<file path="config.mk">
export PLATFORM = sky130hd
export DESIGN_NAME = csr_core_regs
export DESIGN_NICKNAME = d
export VERILOG_FILES = /design/src/csr_pkg.sv /design/src/csr_core_regs.sv
export SDC_FILE = /design/constraint.sdc
export NUM_CORES = 1
export LEC_CHECK = 0
export BUFFER_PORTS_ARGS = -buffer_cell sky130_fd_sc_hd__clkbuf_2
export CAP_MARGIN = 20
export CORE_ASPECT_RATIO = 0.7
export CORE_MARGIN = 2
export CORE_UTILIZATION = 47
export CTS_CLUSTER_SIZE = 20
export DETAILED_ROUTE_END_ITERATION = 6
export GPL_TIMING_DRIVEN = 0
export PLACE_DENSITY = 0.78
export SYNTH_ARGS = -nofsm -noshare
export SYNTH_HDL_FRONTEND = slang
export SYNTH_SLANG_ARGS = --single-unit
export TNS_END_PERCENT = 30
</file>
<file path="constraint.sdc">
create_clock -name clk_i -period 3.3 [get_ports clk_i]
set_input_delay 0.66 -clock clk_i [delete_from_list [all_inputs] [get_ports clk_i]]
set_output_delay 0.66 -clock clk_i [all_outputs]
set_load 0.01 [all_outputs]
</file>
<file path="src/csr_pkg.sv">
// core special register block: shared constants and types
// assumes a 32-bit classic wishbone bus with one register per aligned word
package csr_pkg;

  // register indices; byte address on the bus is four times the index
  localparam logic [5:0] IDX_INDIRECT  = 6'h00;
  localparam logic [5:0] IDX_POINTER   = 6'h01;
  localparam logic [5:0] IDX_WORK      = 6'h05;
  localparam logic [5:0] IDX_PC_LOW    = 6'h06;
  localparam logic [5:0] IDX_TPTR_LOW  = 6'h07;
  localparam logic [5:0] IDX_TBL_HIGH  = 6'h08;
  localparam logic [5:0] IDX_TPTR_HIGH = 6'h09;
  localparam logic [5:0] IDX_FLAG      = 6'h0a;

  // pointer values below this reach the special register area itself
  localparam logic [7:0] SFR_LIMIT = 8'h40;

  // flag register bit positions
  localparam int FB_CARRY  = 0;
  localparam int FB_NIBBLE = 1;
  localparam int FB_NULL   = 2;
  localparam int FB_WRAP   = 3;
  localparam int FB_SLEEP  = 4;
  localparam int FB_DOG    = 5;

  localparam logic [7:0] FLAG_WR_MASK = 8'h0f;
  localparam logic [7:0] FLAG_IMPL    = 8'h3f;
  localparam logic [7:0] FLAG_RST     = 8'h00;
  localparam logic [7:0] BYTE_ZERO    = 8'h00;
  localparam logic [7:0] REG_RST      = 8'h00;
  localparam int         TBL_HI_LSB   = 8;

  typedef enum logic [1:0] {
    CSR_IDLE = 2'b00,
    CSR_MEM  = 2'b01
  } csr_state_t;

  typedef enum logic [3:0] {
    CSR_OP_ADD  = 4'h0,
    CSR_OP_ADC  = 4'h1,
    CSR_OP_SUB  = 4'h2,
    CSR_OP_SBC  = 4'h3,
    CSR_OP_AND  = 4'h4,
    CSR_OP_OR   = 4'h5,
    CSR_OP_XOR  = 4'h6,
    CSR_OP_RLC  = 4'h7,
    CSR_OP_RRC  = 4'h8,
    CSR_OP_PASS = 4'h9
  } csr_op_t;

endpackage

</file>
<file path="src/csr_core_regs.sv">
// core special registers: pointer, indirect port, work result, pc low,
// table registers and the flag register, behind a classic wishbone slave.
// assumes the execution logic and data memory share clk_i; data memory
// answers an indirect request with dmem_ack_i after any number of cycles.
//
// Behaviour
// - indirect port accesses go to the address held in the memory pointer
// - indirect port has no storage: through a pointer to itself it reads 00H, writes store nothing
// - memory pointer is an ordinary readable, writable register
// - indirect accesses reach data memory bank 0 only
// - work result register captures every alu result
// - no direct register-to-register move; data passes the work register
// - writing pc low jumps to that address within the current page
// - a pc low write inserts one dummy cycle
// - table read puts high word part in table high byte register
// - flag register writes leave sleep and dog flags unchanged
// - carry set on add carry-out or subtract without borrow; rotates too
// - nibble carry set on low nibble carry or no nibble borrow
// - null-result bit set when an arithmetic or logic result is zero
// - signed-wrap set when carry into and out of top bit differ
// - sleep flag: cleared at reset or refresh, set by sleep only
// - dog flag: cleared at reset, refresh or sleep; set on timeout
// - flag register never saved automatically on interrupt or call
// - flag register is 8 bits, six flags, top two bits read zero
// - unused special locations read 00H
`timescale 1ns/1ps
`default_nettype none

module csr_core_regs
  import csr_pkg::*;
#(
  parameter int PC_W   = 10,
  parameter int TBL_W  = 14,
  parameter int ADR_W  = 8
) (
  input  wire logic              clk_i,
  input  wire logic              rst_i,
  // wishbone slave
  input  wire logic              cyc_i,
  input  wire logic              stb_i,
  input  wire logic              we_i,
  input  wire logic [ADR_W-1:0]  adr_i,
  input  wire logic [3:0]        sel_i,
  input  wire logic [31:0]       dat_i,
  output logic      [31:0]       dat_o,
  output logic                   ack_o,
  // execution logic
  input  wire logic              alu_valid_i,
  input  wire logic [3:0]        alu_op_i,
  input  wire logic [7:0]        alu_a_i,
  input  wire logic [7:0]        alu_b_i,
  input  wire logic              sleep_instr_i,
  input  wire logic              dog_refresh_instr_i,
  input  wire logic              dog_timeout_i,
  input  wire logic              table_read_i,
  input  wire logic [TBL_W-1:0]  table_word_i,
  input  wire logic [PC_W-1:0]   pc_cur_i,
  output logic      [7:0]        work_result_o,
  output logic      [7:0]        flag_o,
  output logic      [7:0]        memory_pointer_o,
  output logic      [15:0]       table_addr_o,
  output logic      [7:0]        table_low_o,
  output logic                   pc_jump_o,
  output logic      [PC_W-1:0]   pc_target_o,
  output logic                   dummy_cycle_o,
  // data memory, bank 0
  output logic                   dmem_req_o,
  output logic                   dmem_we_o,
  output logic      [7:0]        dmem_addr_o,
  output logic      [7:0]        dmem_wdata_o,
  output logic                   dmem_bank_o,
  input  wire logic [7:0]        dmem_rdata_i,
  input  wire logic              dmem_ack_i
);

  // add with carry in; returns {carry, nibble carry, wrap, sum}
  function automatic logic [10:0] alu_sum(input logic [7:0] a,
                                          input logic [7:0] b,
                                          input logic       cin);
    logic [4:0] low;
    logic [7:0] mid;
    logic [8:0] full;
    low  = {1'b0, a[3:0]} + {1'b0, b[3:0]} + {4'h0, cin};
    mid  = {1'b0, a[6:0]} + {1'b0, b[6:0]} + {7'h00, cin};
    full = {1'b0, a} + {1'b0, b} + {8'h00, cin};
    alu_sum = {full[8], low[4], full[8] ^ mid[7], full[7:0]};
  endfunction

  // register state
  logic [7:0]      memory_pointer;
  logic [7:0]      work_result_reg;
  logic [7:0]      table_ptr_low;
  logic [7:0]      table_ptr_high;
  logic [7:0]      table_high_byte;
  logic [7:0]      flag_register;
  csr_state_t      state;
  logic [7:0]      next_memory_pointer;
  logic [7:0]      next_work_result_reg;
  logic [7:0]      next_table_ptr_low;
  logic [7:0]      next_table_ptr_high;
  logic [7:0]      next_table_high_byte;
  logic [7:0]      next_flag_register;
  csr_state_t      next_state;
  logic [31:0]     next_dat;
  logic            next_ack;
  logic [7:0]      next_table_low;
  logic            next_pc_jump;
  logic [PC_W-1:0] next_pc_target;
  logic            next_dummy;
  logic            next_dmem_req;
  logic            next_dmem_we;
  logic [7:0]      next_dmem_addr;
  logic [7:0]      next_dmem_wdata;

  // local register read, shared by direct and indirect paths
  function automatic logic [7:0] sfr_read(input logic [5:0] idx,
                                          input logic [7:0] ptr,
                                          input logic [7:0] work,
                                          input logic [7:0] pc_low_byte,
                                          input logic [7:0] tpl,
                                          input logic [7:0] tbh,
                                          input logic [7:0] tph,
                                          input logic [7:0] flg);
    case (idx)
      IDX_INDIRECT:  sfr_read = BYTE_ZERO;
      IDX_POINTER:   sfr_read = ptr;
      IDX_WORK:      sfr_read = work;
      IDX_PC_LOW:    sfr_read = pc_low_byte;
      IDX_TPTR_LOW:  sfr_read = tpl;
      IDX_TBL_HIGH:  sfr_read = tbh;
      IDX_TPTR_HIGH: sfr_read = tph;
      IDX_FLAG:      sfr_read = flg & FLAG_IMPL;
      default:       sfr_read = BYTE_ZERO;
    endcase
  endfunction

  // bus request decode
  logic       bus_new;
  logic [5:0] bus_idx;
  logic       to_indirect;
  logic       ptr_external;
  logic       wr_en;
  logic [5:0] wr_idx;
  logic [7:0] wr_data;
  logic [7:0] rd_idx_data;
  logic [10:0] sum;
  logic [7:0] alu_res;
  logic       alu_c;
  logic       alu_nc;
  logic       alu_wrap;
  logic       arith;
  logic       logic_op;
  logic       rotate;

  always_comb begin
    bus_new      = cyc_i && stb_i && !ack_o && (state == CSR_IDLE);
    bus_idx      = adr_i[7:2];
    to_indirect  = (bus_idx == IDX_INDIRECT);
    // pointer at the special area stays on chip; above it goes to ram
    ptr_external = (memory_pointer >= SFR_LIMIT);
    // an indirect access is redirected to the pointed location
    wr_idx       = to_indirect ? memory_pointer[5:0] : bus_idx;
    wr_data      = dat_i[7:0];
    // writing through a pointer that names the port itself does nothing
    wr_en        = bus_new && we_i && sel_i[0] &&
                   !(to_indirect && ptr_external) &&
                   (wr_idx != IDX_INDIRECT);
    rd_idx_data  = sfr_read(wr_idx, memory_pointer, work_result_reg,
                            pc_cur_i[7:0], table_ptr_low, table_high_byte,
                            table_ptr_high, flag_register);
  end

  // alu
  always_comb begin
    sum      = 11'h000;
    alu_res  = alu_a_i;
    alu_c    = flag_register[FB_CARRY];
    alu_nc   = flag_register[FB_NIBBLE];
    alu_wrap = flag_register[FB_WRAP];
    arith    = 1'b0;
    logic_op = 1'b0;
    rotate   = 1'b0;
    case (alu_op_i)
      CSR_OP_ADD: begin
        sum   = alu_sum(alu_a_i, alu_b_i, 1'b0);
        arith = 1'b1;
      end
      CSR_OP_ADC: begin
        sum   = alu_sum(alu_a_i, alu_b_i, flag_register[FB_CARRY]);
        arith = 1'b1;
      end
      // subtraction as a + ~b + 1: carry out means no borrow
      CSR_OP_SUB: begin
        sum   = alu_sum(alu_a_i, ~alu_b_i, 1'b1);
        arith = 1'b1;
      end
      CSR_OP_SBC: begin
        sum   = alu_sum(alu_a_i, ~alu_b_i, flag_register[FB_CARRY]);
        arith = 1'b1;
      end
      CSR_OP_AND: begin
        alu_res  = alu_a_i & alu_b_i;
        logic_op = 1'b1;
      end
      CSR_OP_OR: begin
        alu_res  = alu_a_i | alu_b_i;
        logic_op = 1'b1;
      end
      CSR_OP_XOR: begin
        alu_res  = alu_a_i ^ alu_b_i;
        logic_op = 1'b1;
      end
      CSR_OP_RLC: begin
        alu_res = {alu_a_i[6:0], flag_register[FB_CARRY]};
        alu_c   = alu_a_i[7];
        rotate  = 1'b1;
      end
      CSR_OP_RRC: begin
        alu_res = {flag_register[FB_CARRY], alu_a_i[7:1]};
        alu_c   = alu_a_i[0];
        rotate  = 1'b1;
      end
      CSR_OP_PASS: alu_res = alu_a_i;
      default:     alu_res = alu_a_i;
    endcase
    if (arith) begin
      alu_res  = sum[7:0];
      alu_c    = sum[10];
      alu_nc   = sum[9];
      alu_wrap = sum[8];
    end
  end

  // register next values
  always_comb begin
    next_memory_pointer  = memory_pointer;
    next_work_result_reg = work_result_reg;
    next_table_ptr_low   = table_ptr_low;
    next_table_ptr_high  = table_ptr_high;
    next_table_high_byte = table_high_byte;
    next_flag_register   = flag_register;
    next_table_low       = table_low_o;
    next_pc_jump         = 1'b0;
    next_pc_target       = pc_target_o;
    // dummy cycle follows the jump pulse by one cycle
    next_dummy           = pc_jump_o;
    if (wr_en) begin
      case (wr_idx)
        // increments arrive as read, alu, write back like any register
        IDX_POINTER:   next_memory_pointer = wr_data;
        IDX_WORK:      next_work_result_reg = wr_data;
        IDX_PC_LOW: begin
          next_pc_jump   = 1'b1;
          next_pc_target = {pc_cur_i[PC_W-1:8], wr_data};
        end
        IDX_TPTR_LOW:  next_table_ptr_low = wr_data;
        IDX_TBL_HIGH:  next_table_high_byte = wr_data;
        IDX_TPTR_HIGH: next_table_ptr_high = wr_data;
        IDX_FLAG: begin
          next_flag_register = (flag_register & ~FLAG_WR_MASK) |
                               (wr_data & FLAG_WR_MASK);
        end
        default:       next_memory_pointer = memory_pointer;
      endcase
    end
    // the only alu destination is the work register; a move between two
    // user registers must be a bus read, alu pass, bus write pair
    if (alu_valid_i) begin
      next_work_result_reg = alu_res;
      if (arith || logic_op) begin
        next_flag_register[FB_NULL] = (alu_res == BYTE_ZERO);
      end
      if (arith || rotate) begin
        next_flag_register[FB_CARRY] = alu_c;
      end
      if (arith) begin
        next_flag_register[FB_NIBBLE] = alu_nc;
        next_flag_register[FB_WRAP]   = alu_wrap;
      end
    end
    if (table_read_i) begin
      next_table_high_byte = {{(16-TBL_W){1'b0}},
                              table_word_i[TBL_W-1:TBL_HI_LSB]};
      next_table_low       = table_word_i[7:0];
    end
    // system flags: clears first so that a same-cycle set wins
    if (dog_refresh_instr_i) begin
      next_flag_register[FB_SLEEP] = 1'b0;
      next_flag_register[FB_DOG]   = 1'b0;
    end
    if (sleep_instr_i) begin
      next_flag_register[FB_DOG]   = 1'b0;
      next_flag_register[FB_SLEEP] = 1'b1;
    end
    if (dog_timeout_i) begin
      next_flag_register[FB_DOG] = 1'b1;
    end
    next_flag_register = next_flag_register & FLAG_IMPL;
  end

  // bus and data memory sequencing
  always_comb begin
    next_state      = state;
    next_ack        = 1'b0;
    next_dat        = dat_o;
    next_dmem_req   = dmem_req_o;
    next_dmem_we    = dmem_we_o;
    next_dmem_addr  = dmem_addr_o;
    next_dmem_wdata = dmem_wdata_o;
    case (state)
      CSR_IDLE: begin
        if (bus_new) begin
          if (to_indirect && ptr_external) begin
            next_state      = CSR_MEM;
            next_dmem_req   = 1'b1;
            next_dmem_we    = we_i && sel_i[0];
            next_dmem_addr  = memory_pointer;
            next_dmem_wdata = dat_i[7:0];
          end else begin
            next_ack = 1'b1;
            next_dat = {24'h000000, rd_idx_data};
          end
        end
      end
      CSR_MEM: begin
        if (dmem_ack_i) begin
          next_state    = CSR_IDLE;
          next_dmem_req = 1'b0;
          next_dmem_we  = 1'b0;
          next_ack      = 1'b1;
          next_dat      = {24'h000000, dmem_rdata_i};
        end
      end
      default: next_state = CSR_IDLE;
    endcase
  end

  // nothing here stacks the flag register; entry logic sees flag_o only
  always_ff @(posedge clk_i) begin
    if (rst_i) begin
      memory_pointer  <= REG_RST;
      work_result_reg <= REG_RST;
      table_ptr_low   <= REG_RST;
      table_ptr_high  <= REG_RST;
      table_high_byte <= REG_RST;
      flag_register   <= FLAG_RST;
      state           <= CSR_IDLE;
      dat_o           <= 32'h00000000;
      ack_o           <= 1'b0;
      table_low_o     <= REG_RST;
      pc_jump_o       <= 1'b0;
      pc_target_o     <= '0;
      dummy_cycle_o   <= 1'b0;
      dmem_req_o      <= 1'b0;
      dmem_we_o       <= 1'b0;
      dmem_addr_o     <= REG_RST;
      dmem_wdata_o    <= REG_RST;
    end else begin
      memory_pointer  <= next_memory_pointer;
      work_result_reg <= next_work_result_reg;
      table_ptr_low   <= next_table_ptr_low;
      table_ptr_high  <= next_table_ptr_high;
      table_high_byte <= next_table_high_byte;
      flag_register   <= next_flag_register;
      state           <= next_state;
      dat_o           <= next_dat;
      ack_o           <= next_ack;
      table_low_o     <= next_table_low;
      pc_jump_o       <= next_pc_jump;
      pc_target_o     <= next_pc_target;
      dummy_cycle_o   <= next_dummy;
      dmem_req_o      <= next_dmem_req;
      dmem_we_o       <= next_dmem_we;
      dmem_addr_o     <= next_dmem_addr;
      dmem_wdata_o    <= next_dmem_wdata;
    end
  end

  // mirrors of register state, each one flop
  always_ff @(posedge clk_i) begin
    if (rst_i) begin
      work_result_o    <= REG_RST;
      flag_o           <= FLAG_RST;
      memory_pointer_o <= REG_RST;
      table_addr_o     <= 16'h0000;
      dmem_bank_o      <= 1'b0;
    end else begin
      work_result_o    <= next_work_result_reg;
      flag_o           <= next_flag_register;
      memory_pointer_o <= next_memory_pointer;
      table_addr_o     <= {next_table_ptr_high, next_table_ptr_low};
      dmem_bank_o      <= 1'b0;
    end
  end

endmodule

`default_nettype wire

</file>
==> results.py <==
metrics = {
    "run_status": {
        "outcome": "completed",
    },
    "placed_design": {
        "numPortBuffers": 158,
        "dp.cells": 1154,
        "placed_cell_area_sq_mm": 0.00764,
        "gp_congestion": 0.986,
        "pre_cts_ws_ns": -0.698,
        "hpwl_mm": 17.4,
    },
    "worst_hold_path": {
        "holdPathEnd": "dmem_addr_o[0]",
        "worstHoldStart": "dmem_addr_o[0]",
        "hold_class": "flip-flop to flip-flop",
        "hold_depth": 2,
    },
    "critical_path": {
        "worstPathArrival_ns": 3.55,
        "reg2reg_to": "table_ptr_high[0]",
        "reg2regPathDepth": 6,
        "critPathLaunchType": "primary input",
        "critical_path_class": "primary input to flip-flop",
        "rrSetupSlack_ns": 0.20,
        "path_max_fanout": 5,
        "timing.rr.start": "memory_pointer_o[2]",
        "required_ns": 3.57,
        "cp-end-kind": "flip-flop",
    },
    "power": {
        "powerDensity_mw_per_mm2": 382,
        "leakage_nw": 3.81,
        "ir_worst_vdd_mv": 0.255,
    },
    "clocking": {
        "numCtsBuffers": 9,
        "cts_buffer_depth": 2,
        "htree_levels": 3,
        "clock_sinks": 93,
        "hold_buffers": 0,
        "cts_tree": "yes",
        "cts_root_buf": "clkbuf_16",
        "clk_pin_slew_ns": 0.07,
        "clk_latency_ns": 0.35,
    },
    "floorplanning": {
        "die_h_um": 103,
        "dieArea_sq_mm": 0.0148,
        "die_x_um": 145,
        "io_pins": 219,
        "design.core.area_sq_mm": 0.0134,
        "rows": 35,
        "start_util_pct": 48.8,
    },
    "cells_and_area": {
        "final_cell_area_sq_mm": 0.00837,
        "n_antenna_cell": 0,
        "post-route-util_pct": 62.7,
        "area_delta_synth_final_pct": 28.4,
        "drive_gt1_share_pct": 28.8,
        "fin_nets": 1132,
        "final_cells": 1183,
    },
    "route": {
        "drcViolationCount": 0,
        "dr.pass1.iters": 5,
        "drt_iter0_drc": 770,
        "num_vias": 6817,
        "vias_per_cell": 5.76,
        "wire_per_inst_um": 19.3,
        "ant_nets": 0,
        "wirelength_mm": 22.8,
    },
    "synthesis": {
        "synth-xor-area-share_pct": 5.18,
        "synthesis.area_sq_mm": 0.00652,
        "synth_area_leaders": "dfxtp_1 (29%), mux2i_1 (10%), ha_1 (5.8%)",
        "synth_edf_count": 0,
        "synth-seq-cells": 93,
        "synth_compound_area_share_pct": 20.7,
        "yosysWarnings": 0,
        "synth-simple-area-share_pct": 18.6,
        "synth.area.mux_share_pct": 12.7,
        "synthAdderAreaFrac_pct": 6.37,
        "async_flop_share_pct": 0,
        "yosysUniqueCellTypes": 74,
        "yosys.area.top_type": "dfxtp_1",
        "synth-seq-area-share_pct": 28.6,
        "synthFlopType": "dfxtp_1",
        "syn_inst": 785,
        "synth_top_area_share_pct": 28.6,
        "syn_avg_cell_area_sq_um": 8.30,
        "synth_top_family_by_area": "compound AO/OA/AOI/OAI gates",
    },
    "timing": {
        "fin_skew_ns": 0.00857,
        "tightest_slew_ns": 1.05,
        "setup_viol": 0,
        "holdWs_ns": 0.460,
        "fin_ws_ns": 0.0234,
        "min_period_ns": 3.28,
        "slew_headroom_pct": 29.5,
        "finalHoldViolCount": 0,
        "rsz0062_at_grt": "yes",
        "drv_slew": 0,
        "fin_crit_sh_pct": 99.3,
        "max_freq_mhz": 305,
    },
    "global_routing": {
        "use_met1_pct": 46.1,
        "antenna_found_initial": 0,
        "grt.busiest_layer": "met1",
        "grt_pass1_wl_mm": 33.5,
        "grt_pass1_vias": 5971,
        "overflow": 0,
        "use_met3_pct": 9.71,
        "grt_util_met2_pct": 38.6,
        "track_usage_pct": 29.7,
        "grt_max_degree": 19,
    },
    "flow_run": {
        "maxCapViolCount": 0,
    },
}
critical path: stages:
cell       delay, ns
clkbuf_4        0.17
ha_2            0.20
inv_1           0.06
fa_2            0.44
o21ba_2         0.27
o211ai_1        0.32
buf_4           0.20
a22oi_2         0.08
nor4bb_4        0.22
xnor2_1         0.24
xnor3_1         0.34
a2bb2oi_1       0.14
a221oi_2        0.20
flip-flops by register name, summed over array words and instances (netlist names), 6 cells and up:
| name | flops |
|---|---|
| dmem_wdata_o | 8 |
| table_low_o | 8 |
| table_ptr_high | 8 |
| dmem_addr_o | 8 |
| dat_o | 8 |
| flag_o | 6 |
| table_high_byte | 8 |
| pc_target_o | 10 |
| memory_pointer_o | 8 |
| work_result_o | 8 |
| table_ptr_low | 7 |
final cells by class:
class	count	area, sq um
timing repair buffer	172	911
tap	185	231
clock inverter	7	109
buffer	71	390
inverter	35	131
clock buffer	9	225
fill	1158	4990
sequential	93	1860
multi-input combinational	611	4510
synth_stat cells (4+ instances only):
cell type   n
nor4_1      4
a221oi_1    5
dfxtp_1    93
nand2_1    79
nand4_1     7
clkbuf_1   38
mux2i_1    68
nand2b_1    8
nor2b_1    13
ha_1       30
a22oi_1    32
and3_1      8
mux4_2      5
o211ai_1   12
a211oi_1   24
buf_4      27
nor3_1     18
xor2_1      9
inv_1      35
a31oi_1     8
o21ai_0    21
xnor2_1    20
a21oi_1    37
o2111ai_1   4
nor2_1     91
where the power goes:
group | internal, mW | leakage, nW | switching [mW]
Clock | 0.683 | 0.165 | 0.477
Combinational | 0.362 | 2.89 | 0.498
Sequential | 1.15 | 0.756 | 0.0230
layer usage:
metal,wire [um],vias to the layer above
met1,10500,3197
met2,9040,377
met3,2770,40
li1,-,3203
met5,0,-
met4,465,0
how the worst max path moves through the flow:
stage | start | to | cells past startpoint
2_1_floorplan | alu_b_i[0] | flag_o[3] | 12
5_1_grt | adr_i[6] | table_ptr_high[0] | 8
3_5_place_dp | alu_a_i[0] | flag_o[3] | 11
4_1_cts | alu_a_i[0] | flag_o[3] | 11
3_3_place_gp | alu_a_i[0] | work_result_o[7] | 10
6_report | alu_a_i[0] | flag_o[3] | 13
stage by stage:
| step | TNS, ns | power (mW) |
|---|---|---|
| 2_1_floorplan | 0 | 1.69 |
| 3_3_place_gp | -8.46 | 1.92 |
| 3_5_place_dp | -10.02 | 1.92 |
| 4_1_cts | 0 | 3.10 |
| 5_1_grt | -0.510 | 3.31 |
| 6_report | 0 | 3.19 |
timing repair:
item,4_1_cts,5_1_grt
gates cloned,0,0
pin swaps,3,17
setup endpoints to repair,7,46
resized for setup,19,51
buffers inserted,3,11
kinds of logic (layout without fill, tap and decap cells):
logic type               count (synthesis)  in the layout
adder cells (fa/ha/maj)                 32             32
AO/OA/AOI/OAI                          187            187
XOR/XNOR                                33             33
other                                    1             27
multiplexers                            76             76
flip-flops                              93             93
AND/OR/NAND/NOR                        256            256
buffers and inverters                  107            294
layout by cell type, fill, tap and decap left out, drive strengths merged, types with 4 or more instances in the layout:
master   count
mux2i       68
o211ai      12
o21ai       21
a211oi      25
mux4         5
a21oi       37
conb        27
nor2b       14
nand2b       8
nor4         5
dfxtp       93
xor2         9
o2111ai      4
clkbuf     201
and3         8
nor2        91
inv         40
a221oi       6
xnor2       21
nand2       79
nor3        19
nand4        7
ha          30
a22oi       32
a31oi        8
buf         51
Power figures use the tool's default switching activity.
